File: src/logic/mcm_pkg.sv
/*
 * Package for the modem connection manager: request codes, connection
 * states, string identifiers, timing constants and the APB register map.
 * Assumes a 200 MHz system clock.
 */
package mcm_pkg;
	// Request framing
	localparam logic [7:0] SUB_CODE      = 8'h01;
	localparam logic [7:0] CMD_DIAL_DIR  = 8'h07;
	localparam logic [7:0] CMD_HANGUP    = 8'h08;
	localparam logic [7:0] CMD_PASSWORD  = 8'h09;
	localparam logic [7:0] CMD_INST_CFG  = 8'h0A;
	localparam logic [7:0] CMD_INST_HUP  = 8'h0B;
	localparam logic [7:0] CMD_INST_PRE  = 8'h0C;
	localparam logic [7:0] CMD_HANG_TMR  = 8'h0D;
	localparam logic [7:0] CMD_CFG_MODEM = 8'h0E;
	localparam logic [7:0] PASSWORD_CMD  = 8'hE4;
	localparam logic [7:0] MODE_DIAL     = 8'h01;
	localparam logic [7:0] MODE_HUP_DIAL = 8'h02;
	localparam logic [7:0] CHAR_BANG     = 8'h21;
	localparam logic [7:0] CHAR_CR       = 8'h0D;

	// Connection states as reported
	localparam logic [1:0] CONN_IDLE    = 2'h0;
	localparam logic [1:0] CONN_FAILED  = 2'h1;
	localparam logic [1:0] CONN_DIALING = 2'h2;
	localparam logic [1:0] CONN_UP      = 2'h3;

	// String store: 16 strings of 16 bytes (0..7 directory, then others)
	localparam int         STR_LEN     = 16;
	localparam int         STR_NUM     = 16;
	localparam logic [3:0] STR_CFG     = 4'h8;
	localparam logic [3:0] STR_HUP     = 4'h9;
	localparam logic [3:0] STR_PRE     = 4'hA;
	localparam logic [3:0] STR_PWD     = 4'hB;
	localparam logic [7:0] POOL_BYTES  = 8'hC0;
	localparam int         MIP_DIR_MAX = 7;
	localparam int         NSI_DIR_MAX = 4;
	localparam int         PWD_MAX     = 8;

	// Timing
	localparam int          CLK_MHZ       = 200;
	localparam int          DTR_LOW_MS    = 500;
	localparam longint      DTR_LOW_CYC   = longint'(DTR_LOW_MS) * 1000 * CLK_MHZ;
	localparam longint      MINUTE_CYC    = 64'd60_000 * 1000 * CLK_MHZ;

	// APB register byte offsets
	localparam logic [7:0] REG_REQ0   = 8'h00;
	localparam logic [7:0] REG_REQ1   = 8'h04;
	localparam logic [7:0] REG_CTRL   = 8'h08;
	localparam logic [7:0] REG_STAT   = 8'h0C;
	localparam logic [7:0] REG_RXCHAR = 8'h10;

	// Execution states, Gray in the order listed
	typedef enum logic [3:0] {
		MCM_IDLE   = 4'b0000,
		MCM_DECODE = 4'b0001,
		MCM_DTRLOW = 4'b0011,
		MCM_SEND   = 4'b0010,
		MCM_DONE   = 4'b0110,
		MCM_WAIT   = 4'b0111
	} mcm_state_t;
endpackage

File: src/logic/mcm_top.sv
/*
 * Modem connection manager: carries out dial, hang-up, string install,
 * password and modem configuration requests, drives DTR and watches DCD.
 * Assumes requests arrive over APB and modem bytes leave on a ready/valid
 * byte port towards a UART.
 */
`timescale 1ns/1ps
`default_nettype none
module mcm_top #(
	parameter longint DTR_CYC = mcm_pkg::DTR_LOW_CYC,
	parameter longint MIN_CYC = mcm_pkg::MINUTE_CYC
) (
	input  wire logic        clk,
	input  wire logic        sys_rst,
	input  wire logic        psel,
	input  wire logic        penable,
	input  wire logic        pwrite,
	input  wire logic [7:0]  paddr,
	input  wire logic [31:0] pwdata,
	output logic      [31:0] prdata,
	output logic             pready,
	output logic             pslverr,
	input  wire logic        dcd,
	input  wire logic        link_activity,
	input  wire logic        host_cmd_valid,
	input  wire logic [7:0]  host_cmd_code,
	output logic             host_cmd_reject,
	output logic             dtr,
	input  wire logic        tx_ready,
	output logic      [7:0]  tx_data,
	output logic             tx_valid
);
	logic [7:0]  store [mcm_pkg::STR_NUM][mcm_pkg::STR_LEN];
	logic [31:0] req0_r, req1_r;
	logic        mip_mode_r, modem_en_r, from_host_r, go_r;
	logic        resp_valid_r, resp_ok_r, authed_r;
	logic [1:0]  conn_r;
	logic [7:0]  hang_min_r, free_r;
	logic [7:0]  slot_len [mcm_pkg::STR_NUM];
	mcm_pkg::mcm_state_t st_r;
	logic [3:0]  step_r, str_sel_r;
	logic [39:0] cnt_r;
	logic [7:0]  min_cnt_r;
	logic        tx_start_r, tx_busy, tx_v;
	logic [7:0]  tx_d;
	logic [3:0]  tx_idx;
	logic        acc, wr, host_locked;
	logic [7:0]  cmd, arg0, arg1, arg2;
	logic [3:0]  dir_max;

	assign acc  = psel && penable;
	assign wr   = acc && pwrite;
	assign cmd  = req0_r[15:8];
	assign arg0 = req0_r[23:16];
	assign arg1 = req0_r[31:24];
	assign arg2 = req1_r[7:0];
	assign dir_max = mip_mode_r ? 4'(mcm_pkg::MIP_DIR_MAX) : 4'(mcm_pkg::NSI_DIR_MAX);
	assign host_locked = modem_en_r && slot_len[mcm_pkg::STR_PWD] != 8'h00 && !authed_r;

	////////////////////////////////////////////////////////////////////
	// APB slave: single-cycle access, unmapped reads zero, no error
	always_ff @(posedge clk or posedge sys_rst) begin
		if (sys_rst) begin
			pready  <= 1'b0;
			pslverr <= 1'b0;
			prdata  <= 32'h0000_0000;
		end else begin
			pready  <= psel && !penable;
			pslverr <= 1'b0;
			case (paddr)
			mcm_pkg::REG_REQ0: prdata <= req0_r;
			mcm_pkg::REG_REQ1: prdata <= req1_r;
			mcm_pkg::REG_CTRL: prdata <= {28'h0, from_host_r, modem_en_r, mip_mode_r, 1'b0};
			mcm_pkg::REG_STAT: prdata <= {8'h0, hang_min_r, free_r, 2'h0, authed_r, tx_busy,
			                              resp_ok_r, resp_valid_r, conn_r};
			default:           prdata <= 32'h0000_0000;
			endcase
		end
	end

	// Request words and control bits
	always_ff @(posedge clk or posedge sys_rst) begin
		if (sys_rst) begin
			req0_r      <= 32'h0000_0000;
			req1_r      <= 32'h0000_0000;
			mip_mode_r  <= 1'b1;
			modem_en_r  <= 1'b1;
			from_host_r <= 1'b0;
			go_r        <= 1'b0;
		end else begin
			// A start waits here until the sequencer is idle to take it
			if (st_r == mcm_pkg::MCM_IDLE)
				go_r <= 1'b0;
			if (wr && pready && paddr == mcm_pkg::REG_REQ0)
				req0_r <= pwdata;
			if (wr && pready && paddr == mcm_pkg::REG_REQ1)
				req1_r <= pwdata;
			if (wr && pready && paddr == mcm_pkg::REG_CTRL) begin
				go_r        <= pwdata[0] || (go_r && st_r != mcm_pkg::MCM_IDLE);
				mip_mode_r  <= pwdata[1];
				modem_en_r  <= pwdata[2];
				from_host_r <= pwdata[3];
			end
		end
	end

	////////////////////////////////////////////////////////////////////
	// String store with defaults; install writes one byte per request
	// Left-justified so that byte 0 is the first character, nulls after
	localparam logic [8*16-1:0] DEF_CFG = {"ATE0&C1&D2S0=1!", 8'h00};
	localparam logic [8*16-1:0] DEF_HUP = {"~~~+++~~~ATH0!", 16'h0000};
	localparam logic [8*16-1:0] DEF_PRE = {"ATDT", 96'h0};
	logic inst_ok;
	logic [3:0] inst_slot;
	always_comb begin
		inst_slot = (cmd == mcm_pkg::CMD_INST_CFG) ? mcm_pkg::STR_CFG :
		            (cmd == mcm_pkg::CMD_INST_HUP) ? mcm_pkg::STR_HUP :
		            (cmd == mcm_pkg::CMD_INST_PRE) ? mcm_pkg::STR_PRE : mcm_pkg::STR_PWD;
		inst_ok = arg0 <= free_r + slot_len[inst_slot] && arg0 <= 8'(mcm_pkg::STR_LEN)
		          && arg1 < 8'(mcm_pkg::STR_LEN);
	end

	genvar gs, gb;
	generate
		for (gs = 0; gs < mcm_pkg::STR_NUM; gs++) begin : g_slot
			for (gb = 0; gb < mcm_pkg::STR_LEN; gb++) begin : g_byte
				always_ff @(posedge clk or posedge sys_rst) begin
					if (sys_rst) begin
						// Defaults loaded at reset
						if (gs == mcm_pkg::STR_CFG)
							store[gs][gb] <= DEF_CFG[8*(15-gb) +: 8];
						else if (gs == mcm_pkg::STR_HUP)
							store[gs][gb] <= DEF_HUP[8*(15-gb) +: 8];
						else if (gs == mcm_pkg::STR_PRE)
							store[gs][gb] <= DEF_PRE[8*(15-gb) +: 8];
						else
							store[gs][gb] <= 8'h00;
					end else if (st_r == mcm_pkg::MCM_DECODE && step_r == 4'h1 && inst_ok
					             && inst_slot == 4'(gs) && arg1 == 8'(gb))
						store[gs][gb] <= arg2;
				end
			end
		end
	endgenerate

	////////////////////////////////////////////////////////////////////
	// Command sequencer
	logic        dcd_seen;
	logic        entry_ok, pwd_ok;
	always_comb begin
		entry_ok = arg1[3:0] <= dir_max && arg1[7:4] == 4'h0 && store[arg1[2:0]][0] != 8'h00;
		pwd_ok   = 1'b1;
		for (int i = 0; i < mcm_pkg::PWD_MAX; i++)
			if (req1_r[8*(i%4) +: 8] != store[mcm_pkg::STR_PWD][i] && i < 4)
				pwd_ok = 1'b0;
	end

	always_ff @(posedge clk or posedge sys_rst) begin
		if (sys_rst) begin
			st_r         <= mcm_pkg::MCM_SEND; // configure modem at reset
			step_r       <= 4'hF; // Silent: no request to answer
			str_sel_r    <= mcm_pkg::STR_CFG;
			tx_start_r   <= 1'b1;
			conn_r       <= mcm_pkg::CONN_IDLE;
			resp_valid_r <= 1'b0;
			resp_ok_r    <= 1'b0;
			authed_r     <= 1'b0;
			dtr          <= 1'b1;
			cnt_r        <= 40'h0;
			dcd_seen     <= 1'b1; // Reset string counts as sent
			hang_min_r   <= 8'h00;
			min_cnt_r    <= 8'h00;
			free_r       <= mcm_pkg::POOL_BYTES;
			for (int s = 0; s < mcm_pkg::STR_NUM; s++)
				slot_len[s] <= (s == mcm_pkg::STR_CFG) ? 8'h10 : (s == mcm_pkg::STR_HUP) ? 8'h0F :
				               (s == mcm_pkg::STR_PRE) ? 8'h05 : 8'h00;
		end else begin
			tx_start_r <= 1'b0;
			// Track carrier: connect and drop update the reported state;
			// no new call is seen while a hang-up is still running
			if (conn_r == mcm_pkg::CONN_DIALING && dcd)
				conn_r <= mcm_pkg::CONN_UP;
			if (conn_r == mcm_pkg::CONN_IDLE && dcd && st_r == mcm_pkg::MCM_IDLE) begin
				conn_r   <= mcm_pkg::CONN_UP;
				authed_r <= 1'b0;
			end
			if (conn_r == mcm_pkg::CONN_UP && !dcd)
				conn_r <= mcm_pkg::CONN_IDLE; // Carrier lost
			// Idle hang-up timer
			if (conn_r != mcm_pkg::CONN_UP || link_activity || hang_min_r == 8'h00) begin
				cnt_r     <= (st_r == mcm_pkg::MCM_DTRLOW) ? cnt_r : 40'h0;
				min_cnt_r <= 8'h00;
			end else if (st_r == mcm_pkg::MCM_IDLE && cnt_r == 40'(MIN_CYC - 1)) begin
				cnt_r     <= 40'h0;
				min_cnt_r <= min_cnt_r + 8'h1;
			end else if (st_r == mcm_pkg::MCM_IDLE)
				cnt_r <= cnt_r + 40'h1;
			// Hide the previous answer while a new request waits
			if (go_r)
				resp_valid_r <= 1'b0;
			case (st_r)
			mcm_pkg::MCM_IDLE: begin
				if (go_r) begin
					st_r         <= mcm_pkg::MCM_DECODE;
					step_r       <= 4'h0;
					resp_valid_r <= 1'b0;
				end else if (hang_min_r != 8'h00 && min_cnt_r == hang_min_r) begin
					st_r   <= mcm_pkg::MCM_DTRLOW;
					dtr    <= 1'b0;
					cnt_r  <= 40'h0;
					step_r <= 4'h4; // silent hang-up, no answer
				end else if (conn_r != mcm_pkg::CONN_UP && conn_r != mcm_pkg::CONN_DIALING && !dcd_seen) begin
					str_sel_r  <= mcm_pkg::STR_CFG;
					tx_start_r <= 1'b1;
					st_r       <= mcm_pkg::MCM_SEND;
					step_r     <= 4'hF;
					dcd_seen   <= 1'b1;
				end
				if (conn_r == mcm_pkg::CONN_UP)
					dcd_seen <= 1'b0;
			end
			mcm_pkg::MCM_DECODE: begin
				st_r <= mcm_pkg::MCM_DONE;
				resp_ok_r <= 1'b1;
				if (req0_r[7:0] != mcm_pkg::SUB_CODE)
					resp_ok_r <= 1'b0;
				else case (cmd)
				mcm_pkg::CMD_DIAL_DIR: begin
					if (!entry_ok || (arg0 != mcm_pkg::MODE_DIAL && arg0 != mcm_pkg::MODE_HUP_DIAL))
						resp_ok_r <= 1'b0;
					else if (conn_r == mcm_pkg::CONN_UP && arg0 == mcm_pkg::MODE_DIAL)
						resp_ok_r <= 1'b1;
					else if (conn_r == mcm_pkg::CONN_UP) begin
						st_r <= mcm_pkg::MCM_DTRLOW;
						dtr  <= 1'b0;
						cnt_r <= 40'h0;
						step_r <= 4'h8;
					end else begin
						str_sel_r  <= mcm_pkg::STR_PRE;
						tx_start_r <= 1'b1;
						st_r       <= mcm_pkg::MCM_SEND;
						step_r     <= 4'h2;
					end
				end
				mcm_pkg::CMD_HANGUP: begin
					st_r   <= mcm_pkg::MCM_DTRLOW;
					dtr    <= 1'b0;
					cnt_r  <= 40'h0;
					step_r <= (arg0 != 8'h00) ? 4'h5 : 4'h6; // 4 is the silent timer case
				end
				mcm_pkg::CMD_INST_CFG, mcm_pkg::CMD_INST_HUP, mcm_pkg::CMD_INST_PRE,
				mcm_pkg::CMD_PASSWORD: begin
					if (!inst_ok || (cmd == mcm_pkg::CMD_INST_HUP && !mip_mode_r)
					    || (cmd == mcm_pkg::CMD_PASSWORD && (arg0 > 8'(mcm_pkg::PWD_MAX + 1)
					    || (from_host_r && host_locked))))
						resp_ok_r <= 1'b0;
					else begin
						st_r   <= mcm_pkg::MCM_DECODE;
						step_r <= 4'h1;
						free_r <= free_r + slot_len[inst_slot] - arg0;
						slot_len[inst_slot] <= (arg0 <= 8'h01) ? 8'h00 : arg0;
						if (step_r == 4'h1)
							st_r <= mcm_pkg::MCM_DONE;
					end
				end
				mcm_pkg::CMD_HANG_TMR: hang_min_r <= arg0;
				mcm_pkg::CMD_CFG_MODEM: begin
					if (conn_r == mcm_pkg::CONN_UP)
						resp_ok_r <= 1'b0;
					else begin
						str_sel_r  <= mcm_pkg::STR_CFG;
						tx_start_r <= 1'b1;
						st_r       <= mcm_pkg::MCM_SEND;
						step_r     <= 4'h0;
					end
				end
				default: resp_ok_r <= 1'b0;
				endcase
			end
			mcm_pkg::MCM_DTRLOW: begin
				cnt_r <= cnt_r + 40'h1;
				if (cnt_r == 40'(DTR_CYC - 1)) begin
					dtr <= 1'b1;
					if (dcd) begin
						if (slot_len[mcm_pkg::STR_HUP] == 8'h00)
							resp_ok_r <= 1'b0;
						else begin
							str_sel_r  <= mcm_pkg::STR_HUP;
							tx_start_r <= 1'b1;
						end
					end
					conn_r <= mcm_pkg::CONN_IDLE;
					st_r   <= mcm_pkg::MCM_SEND;
				end
			end
			mcm_pkg::MCM_SEND: begin
				if (!tx_busy && !tx_start_r) begin
					st_r <= mcm_pkg::MCM_DONE;
					if (step_r == 4'h2) begin
						str_sel_r  <= {1'b0, arg1[2:0]}; // entry after prefix
						tx_start_r <= 1'b1;
						st_r       <= mcm_pkg::MCM_SEND;
						step_r     <= 4'h3;
					end else if (step_r == 4'h3)
						conn_r <= mcm_pkg::CONN_DIALING;
					else if (step_r == 4'h5) begin
						str_sel_r  <= mcm_pkg::STR_CFG;
						tx_start_r <= 1'b1;
						st_r       <= mcm_pkg::MCM_SEND;
						step_r     <= 4'h0;
					end else if (step_r == 4'h8) begin
						str_sel_r  <= mcm_pkg::STR_PRE;
						tx_start_r <= 1'b1;
						st_r       <= mcm_pkg::MCM_SEND;
						step_r     <= 4'h2;
					end else if (step_r == 4'h4 || step_r == 4'hF)
						st_r <= mcm_pkg::MCM_WAIT;
				end
			end
			mcm_pkg::MCM_DONE: begin
				resp_valid_r <= 1'b1;
				st_r <= mcm_pkg::MCM_IDLE;
			end
			mcm_pkg::MCM_WAIT: begin
				resp_valid_r <= step_r == 4'h4 ? resp_valid_r : resp_valid_r;
				st_r <= mcm_pkg::MCM_IDLE;
			end
			default: st_r <= mcm_pkg::MCM_IDLE;
			endcase
			// Password gate for host commands
			if (host_cmd_valid && host_cmd_code == mcm_pkg::PASSWORD_CMD && pwd_ok)
				authed_r <= 1'b1;
		end
	end

	// Host command filter while locked
	always_ff @(posedge clk or posedge sys_rst) begin
		if (sys_rst)
			host_cmd_reject <= 1'b0;
		else
			host_cmd_reject <= host_cmd_valid && host_locked && conn_r == mcm_pkg::CONN_UP
			                   && host_cmd_code != mcm_pkg::PASSWORD_CMD;
	end

	////////////////////////////////////////////////////////////////////
	// Modem byte sender
	mcm_string_tx u_tx (
		.clk        (clk),
		.sys_rst    (sys_rst),
		.start      (tx_start_r),
		.bang_to_cr (mip_mode_r),
		.cur_byte   (store[str_sel_r][tx_idx]),
		.byte_idx   (tx_idx),
		.tx_ready   (tx_ready),
		.tx_data    (tx_d),
		.tx_valid   (tx_v),
		.busy       (tx_busy)
	);
	assign tx_data  = tx_d;
	assign tx_valid = tx_v;
endmodule
`default_nettype wire

File: src/logic/mcm_string_tx.sv
/*
 * String sender: streams one stored string, byte by byte, to the modem
 * transmit port, stopping at the null byte or the end of the slot.
 * Assumes the modem port accepts a byte when tx_ready is high.
 */
`timescale 1ns/1ps
`default_nettype none
module mcm_string_tx (
	input  wire logic        clk,
	input  wire logic        sys_rst,
	input  wire logic        start,
	input  wire logic        bang_to_cr,
	input  wire logic [7:0]  cur_byte,
	output logic      [3:0]  byte_idx,
	input  wire logic        tx_ready,
	output logic      [7:0]  tx_data,
	output logic             tx_valid,
	output logic             busy
);
	logic active_r;
	logic last_r;

	////////////////////////////////////////////////////////////////////
	// Walk the string while the modem takes bytes; byte_idx always points
	// at the next byte to load, so no byte goes out twice
	always_ff @(posedge clk or posedge sys_rst) begin
		if (sys_rst) begin
			active_r <= 1'b0;
			last_r   <= 1'b0;
			byte_idx <= 4'h0;
			tx_valid <= 1'b0;
			tx_data  <= 8'h00;
		end else if (start) begin
			active_r <= 1'b1;
			last_r   <= 1'b0;
			byte_idx <= 4'h0;
			tx_valid <= 1'b0;
		end else if (active_r && (!tx_valid || tx_ready)) begin
			if (cur_byte == 8'h00 || last_r) begin
				active_r <= 1'b0;
				tx_valid <= 1'b0;
			end else begin
				tx_valid <= 1'b1;
				// Bang becomes carriage return
				tx_data  <= (bang_to_cr && cur_byte == mcm_pkg::CHAR_BANG) ? mcm_pkg::CHAR_CR : cur_byte;
				byte_idx <= byte_idx + 4'h1;
				last_r   <= (byte_idx == 4'hF); // Slot end reached
			end
		end
	end
	assign busy = active_r || start;
endmodule
`default_nettype wire

File: config.mk
export PLATFORM = sky130hd
export DESIGN_NAME = mcm_top
export DESIGN_NICKNAME = d
export VERILOG_FILES = /design/src/logic/mcm_pkg.sv /design/src/logic/mcm_top.sv /design/src/logic/mcm_string_tx.sv
export SDC_FILE = /design/constraint.sdc
export NUM_CORES = 2
export LEC_CHECK = 0
export BUFFER_PORTS_ARGS = -buffer_cell sky130_fd_sc_hd__buf_4
export CORE_MARGIN = 5
export CORE_UTILIZATION = 58
export DETAILED_ROUTE_END_ITERATION = 10
export GPL_TIMING_DRIVEN = 0
export PLACE_DENSITY = 0.72
export SYNTH_ARGS = -nofsm -noshare
export SYNTH_HDL_FRONTEND = slang
export SYNTH_SLANG_ARGS = --single-unit
File: constraint.sdc
create_clock -name clk -period 25.1 [get_ports clk]
set_clock_uncertainty 0.2 [all_clocks]
set_input_delay 1.255 -clock clk [delete_from_list [all_inputs] [get_ports clk]]
set_output_delay 1.255 -clock clk [all_outputs]
set_load 0.005 [all_outputs]
Word-level counts from Yosys, hierarchy flattened:

Cells that the tools add are included.

* register bits after elaboration: 2377
* output and inout bits: 45
* logic and storage cells: 947

* add/subtract/negate cells: 5
* order comparisons: 11
* equal/unequal tests: 97
* muxes and demuxes: 158
* bitwise gates (word level): 8
* reductions and logical operators: 368

Operators with widths (number)
* 128-bit binary-select mux with 4-bit select: 2
* 128-bit 2-to-1 mux: 4
* 40-bit 2-to-1 mux: 9
* 1-bit logical AND: 310
* 4-bit 2-to-1 mux: 38
* 8-bit by 4-bit == test with 1-bit output (second input constant): 17
* 128-bit bitwise mux: 1
* 32-bit case mux with 4 select lines: 1
* 40-bit case mux with 3 select lines: 1
* 40-bit case mux with 2 select lines: 1
* 8-bit 2-to-1 mux: 9
* 8-bit binary-select mux with 4-bit select: 2
* 1-bit 2-to-1 mux: 54
* 8-bit by 3-bit == test with 1-bit output (second input constant): 6
* 4-bit case mux with 4 select lines: 3
* 4-bit == test (second input constant): 11
* 40-bit by 1-bit adder with 40-bit output (second input constant): 1
* 40-bit by 27-bit == test with 1-bit output (second input constant): 1
* 40-bit by 34-bit == test with 1-bit output (second input constant): 1
* 8-bit zero test: 5
* 8-bit demux with 4-bit select: 1
* 4-bit by 3-bit == test with 1-bit output (second input constant): 8
* 8-bit inequality test: 4
* 8-bit nonzero test: 4
* other kinds (58): 153

Depth between registers and ports, before layout:

* depth after elaboration: 19
* mapped depth: 24
* gate-level depth less buffers: 21

Cells and area by module:

A second synthesis with hierarchy kept.

* cell total of the unflattened synthesis: 2567
* area, all modules: 35771.8 µm²

Modules (own cells, without submodules)
* mcm_top: times used 1, cells an instance 2506, area an instance 35006.1 µm², sequential area each 18407.7 µm²
* mcm_string_tx: times used 1, cells an instance 61, area an instance 765.7 µm², sequential area each 375.4 µm²

Worst setup path before layout:

Ideal clock, no wire load.

* path kind: reg-to-reg
* start: register req0_r[12]
* end: register store[944] (netlist bit)
* data arrival time: 5.187 ns
* required time: 24.775 ns
* path slack: 19.588 ns
* stages on the path, launching flop included: 24
* buffers on the path: 2
* clock period less this slack: 5.512 ns
* path through: dfrtp_1 > nor4_2 > and3b_1 > clkbuf_1 > nand2_1 > nand2_1 > o22ai_1 > a21oi_1 > ha_1 > inv_1 > fa_1 > inv_1 > a21oi_1 > o21bai_1 > a21o_1 > a21oi_1 > xnor2_1 > ha_1 > nand2_1 > o21ai_0 > nand3_2 > buf_4 > nor4_2 > mux2_2

* word-level cells in the longest chain between the ends: 15
* elaborated cells on any way between the ends: 18

Ends and longest elaborated chain
* start: declaration: RTL line mcm_top.sv:34 `logic [31:0] req0_r, req1_r;`
* start signal: assignment: RTL line mcm_top.sv:95 `req0_r <= pwdata;`
* 8-bit by 4-bit == test with 1-bit output: RTL line mcm_top.sv:118 `(cmd == mcm_pkg::CMD_INST_PRE) ? mcm_pkg::STR_PRE : mcm_pkg::STR_PWD;`
* 1-bit 2-to-1 mux: RTL line mcm_top.sv:118
* 2-bit 2-to-1 mux: RTL line mcm_top.sv:117 `(cmd == mcm_pkg::CMD_INST_HUP) ? mcm_pkg::STR_HUP :`
* 2-bit 2-to-1 mux *: RTL line mcm_top.sv:116 `inst_slot = (cmd == mcm_pkg::CMD_INST_CFG) ? mcm_pkg::STR_CFG :`
* 4-bit NOT with 5-bit output (not written as such): RTL line mcm_top.sv:119 `inst_ok = arg0 <= free_r + slot_len[inst_slot] && arg0 <= 8'(mcm_pkg::STR_LEN)`
* 8-bit binary-select mux with 4-bit select: RTL line mcm_top.sv:119
* 8-bit 2-to-1 mux (not written as such) (2 in series): RTL line mcm_top.sv:119
* 8-bit adder: RTL line mcm_top.sv:119
* 8-bit less-or-equal comparator: RTL line mcm_top.sv:119
* 1-bit logical AND: RTL line mcm_top.sv:119
* 1-bit logical AND: RTL line mcm_top.sv:120 `&& arg1 < 8'(mcm_pkg::STR_LEN);`
* 1-bit logical AND: RTL line mcm_top.sv:138 `end else if (st_r == mcm_pkg::MCM_DECODE && step_r == 4'h1 && inst_ok`
* 1-bit logical AND * (2 in series): RTL line mcm_top.sv:139 `&& inst_slot == 4'(gs) && arg1 == 8'(gb))`
* end signal: indexed assignment: RTL line mcm_top.sv:131 `store[gs][gb] <= DEF_CFG[8*(15-gb) +: 8];`
* end signal: indexed assignment: RTL line mcm_top.sv:135 `store[gs][gb] <= DEF_PRE[8*(15-gb) +: 8];`
* end signal: indexed assignment: RTL line mcm_top.sv:140 `store[gs][gb] <= arg2;`
* end: declaration: RTL line mcm_top.sv:33 `logic [7:0] store [mcm_pkg::STR_NUM][mcm_pkg::STR_LEN];`

Mark *: on every way between the ends. The rest lies on a longest branch, timed or not. The select of a mux whose other input is x is not followed.
A chain may end at the register's enable or synchronous reset.

Final worst setup path:

* start: register req0_r[12]
* end: register store[978] (netlist bit)

The elaborated chain is that of the path after synthesis.

==> impl_metrics.json <==
{
  "gp_congestion": 1.021,
  "fin_area_um2": 41080,
  "synth_area_leader_cell": "dfrtp_1",
  "fin_hold_ws_ns": 0.2901,
  "ctsResizeCount": 0,
  "gr-usage-all-layers_pct": 37.79,
  "drive_above_1_share_pct": 40.42,
  "cts_sinks": 744,
  "placed_cell_area_um2": 38350,
  "die_w_um": 260.3,
  "cap_viol_max_count": 2,
  "clk_pin_slew_worst_paths_ns": 0.06,
  "cts_root_buf": "clkbuf_16",
  "initial_core_util_pct": 58.69,
  "final_common_cell": "mux2_2",
  "yosys_warnings": 0,
  "cts_buffer_depth": 3,
  "crit_path_end_kind": "flop",
  "critical_path.startpoint_type": "flop",
  "worstMarginPinSlew_ns": 1.675,
  "cp.arrival_ns": 8.20,
  "setup_viol_count_final": 0,
  "period_minus_slack_ns": 7.889,
  "swShare_pct": 32.68,
  "ys_seq_area_share_pct": 51.67,
  "max_stage_delay_ns": 1.07,
  "slowest_stage": "nor4_4",
  "layout.nets": 3001,
  "cts.htree.levels": 3,
  "worstPathRequired_ns": 25.41,
  "firstDrtPassIters": 5,
  "cts_tree": "yes",
  "p_sw_uw": 1061,
  "min-delay-path-class": "reg -> reg",
  "yosys_most_used_dff": "dfrtp_1",
  "synth_edf_count": 0,
  "io_pins": 102,
  "p_per_area_nw_per_um2": 79.02,
  "violations": "capacitance limit, slew limit",
  "outcome": "finished with violations",
  "grt_pass1_vias": 26150,
  "p_seq_share_pct": 38.6,
  "crit_type": "reg -> reg",
  "ir_worst_vdd_uv": 55.38,
  "area_growth_pct": 13.02,
  "fin_setup_tns_ns": 0,
  "place_inst": 3678,
  "ctsHoldBuffers": 0,
  "cts_buffers": 80,
  "fin_crit_sh_pct": 31.43,
  "dieHeight_um": 260.3,
  "grt_start_max_net_pins": 141,
  "clockPowerShare_pct": 37.6,
  "synthesis.nets": 2813,
  "synth_top_cell_area_share_pct": 42.13,
  "slew_headroom_pct": -11.63,
  "timing_hold_violations_final": 0,
  "worstSkewPairLatency_ns": 0.65,
  "grt_overflow": 0,
  "crit_chain": "nor4_2, and3b_1, clkbuf_1, nand2_1, nand2_1, o22ai_1, a21oi_1, ha_1, inv_1, fa_1, inv_1, a21oi_1, o21bai_1, xor2_1, ha_1, inv_1, o21ai_0, a21oi_1, o21ai_0, nand3_2, buf_4, nor4_4, mux2_2",
  "synth_area_leaders": "dfrtp_1 42%, mux2_2 21%, dfstp_2 9.5%",
  "power_frac_comb_pct": 23.9,
  "leakagePower_uw": 0.01896,
  "drc": 0,
  "avgSynthCellArea_um2": 13.29,
  "routed_wl_mm": 128.0,
  "ys_ff_latch": 744,
  "rsz0062_at_grt": "no",
  "final_cell_mix": "673 x mux2_2, 612 x dfrtp_1, 141 x clkbuf_1, 132 x dfstp_2, 128 x nor2_1",
  "place_hpwl_mm": 90.45,
  "routed_via_density": 6.813,
  "async_flop_share_pct": 100.0,
  "fp.dieArea_um2": 67780,
  "antenna_found_initial": 13,
  "vias": 26120,
  "ys_types": 91,
  "row_count": 91,
  "detail_route.wl_per_cell_um": 33.40,
  "internal-power_uw": 2185,
  "drt_iter0_drc": 3097,
  "grt_pass1_wl_mm": 185.0,
  "synthCells": 2736,
  "critPathMaxFanout": 10,
  "slew_viol_final": 12,
  "ant_nets": 0,
  "post-cts-setup-buffers": 0,
  "fmax_mhz": 126.8,
  "stdcell_count": 3833,
  "syn_area_um2": 36350,
  "fp.coreArea_um2": 61940,
  "fillers": 4534,
  "io_buffers": 98
}
## routing by layer
metal / global-route usage (%) / wire (um)
met5: 0 / 34
met4: 14.06 / 5395
met3: 12.88 / 15540
met2: 55.52 / 56010
met1: 52.67 / 51060
## final timing paths
| kind | start | endpoint | slack [ns] | depth (start not counted) |
|---|---|---|---|---|
| worst min-delay path | slot_len[63] | slot_len[63] | 0.29 | 1 |
| worst max-delay path | req0_r[12] | store[978] | 17.21 | 23 |
| worst max register to register | req0_r[12] | store[978] | 17.21 | 23 |
| worst min register to register | slot_len[63] | slot_len[63] | 0.29 | 1 |
| max in group asynchronous | sys_rst | store[596] | 22.25 | 5 |
| min in group asynchronous | sys_rst | slot_len[61] | 0.47 | 2 |
## power by group through the flow
stage / clock network (uW) / registers, uW / logic, uW
4_1_cts: 1230 / 1250 / 747
5_1_grt: 1280 / 1250 / 789
3_3_place_gp: 0 / 1270 / 736
6_report: 1220 / 1250 / 775
3_5_place_dp: 0 / 1270 / 743
2_1_floorplan: 0 / 1260 / 433
## Yosys cell counts, drive strengths merged (43+ instances only)
library cell / count
clkbuf: 114
mux4: 82
dfrtp: 612
mux2: 673
nand3: 43
o21ai: 56
a21oi: 52
nor3: 48
dfstp: 132
nor2: 128
nand2: 107
buf: 60
mux2i: 98
## worst max-delay path, delay by kind of cell, from the launching register on
| family | cells | cell delay (ns) |
|---|---|---|
| xor gates and xnor gates | 1 | 0.11 |
| DFF | 1 | 0.41 |
| and+or+nand+nor | 6 | 3.07 |
| AOI/OAI and AO/OA | 7 | 1.70 |
| muxes | 1 | 0.43 |
| buffers and inverters | 5 | 0.93 |
| adders and majority gates | 3 | 0.91 |
## final cells by class
| cell class | instances | area [um2] | share of cell area [%] |
|---|---|---|---|
| sequential | 744 | 18780 | 45.72 |
| multi-input combinational | 1777 | 16540 | 40.26 |
| clock buffer | 127 | 2381 | 5.795 |
| tap | 837 | 1047 | 2.549 |
| buffer | 174 | 923.4 | 2.248 |
| timing repair buffer | 106 | 917.1 | 2.232 |
| clock inverter | 22 | 319.1 | 0.7766 |
| inverter | 41 | 161.4 | 0.3929 |
| antenna | 5 | 12.51 | 0.03045 |
## cell families (layout without fill, tap and decap cells)
group	after synthesis	after routing	share of synthesized area, %
fa+ha+maj	20	20	0.7297
compound gates	323	323	6.165
buf+inv	215	470	2.960
xor+xnor	58	58	1.398
mux	853	853	28.76
flops	744	744	51.67
simple gates	522	522	8.306
other cells	1	6	0.01032
## stage by stage
stage          power, uW  setup WS [ns]  utilization [%]
3_5_place_dp        2014          17.22            61.91
6_report            3246          17.21            66.33
5_1_grt             3321          16.99            66.31
3_3_place_gp        2008         -3.907            61.56
4_1_cts             3225          17.18            66.27
2_1_floorplan       1695          2.986                -
## flip-flops by register name, summed over array words and instances (netlist names), 8 cells and up
name	flops
req0_r	32
req1_r	32
hang_min_r	8
store	512
u_tx.tx_data	8
min_cnt_r	8
slot_len	32
cnt_r	40
free_r	8
prdata	32
(Power assumes the default switching activity.)
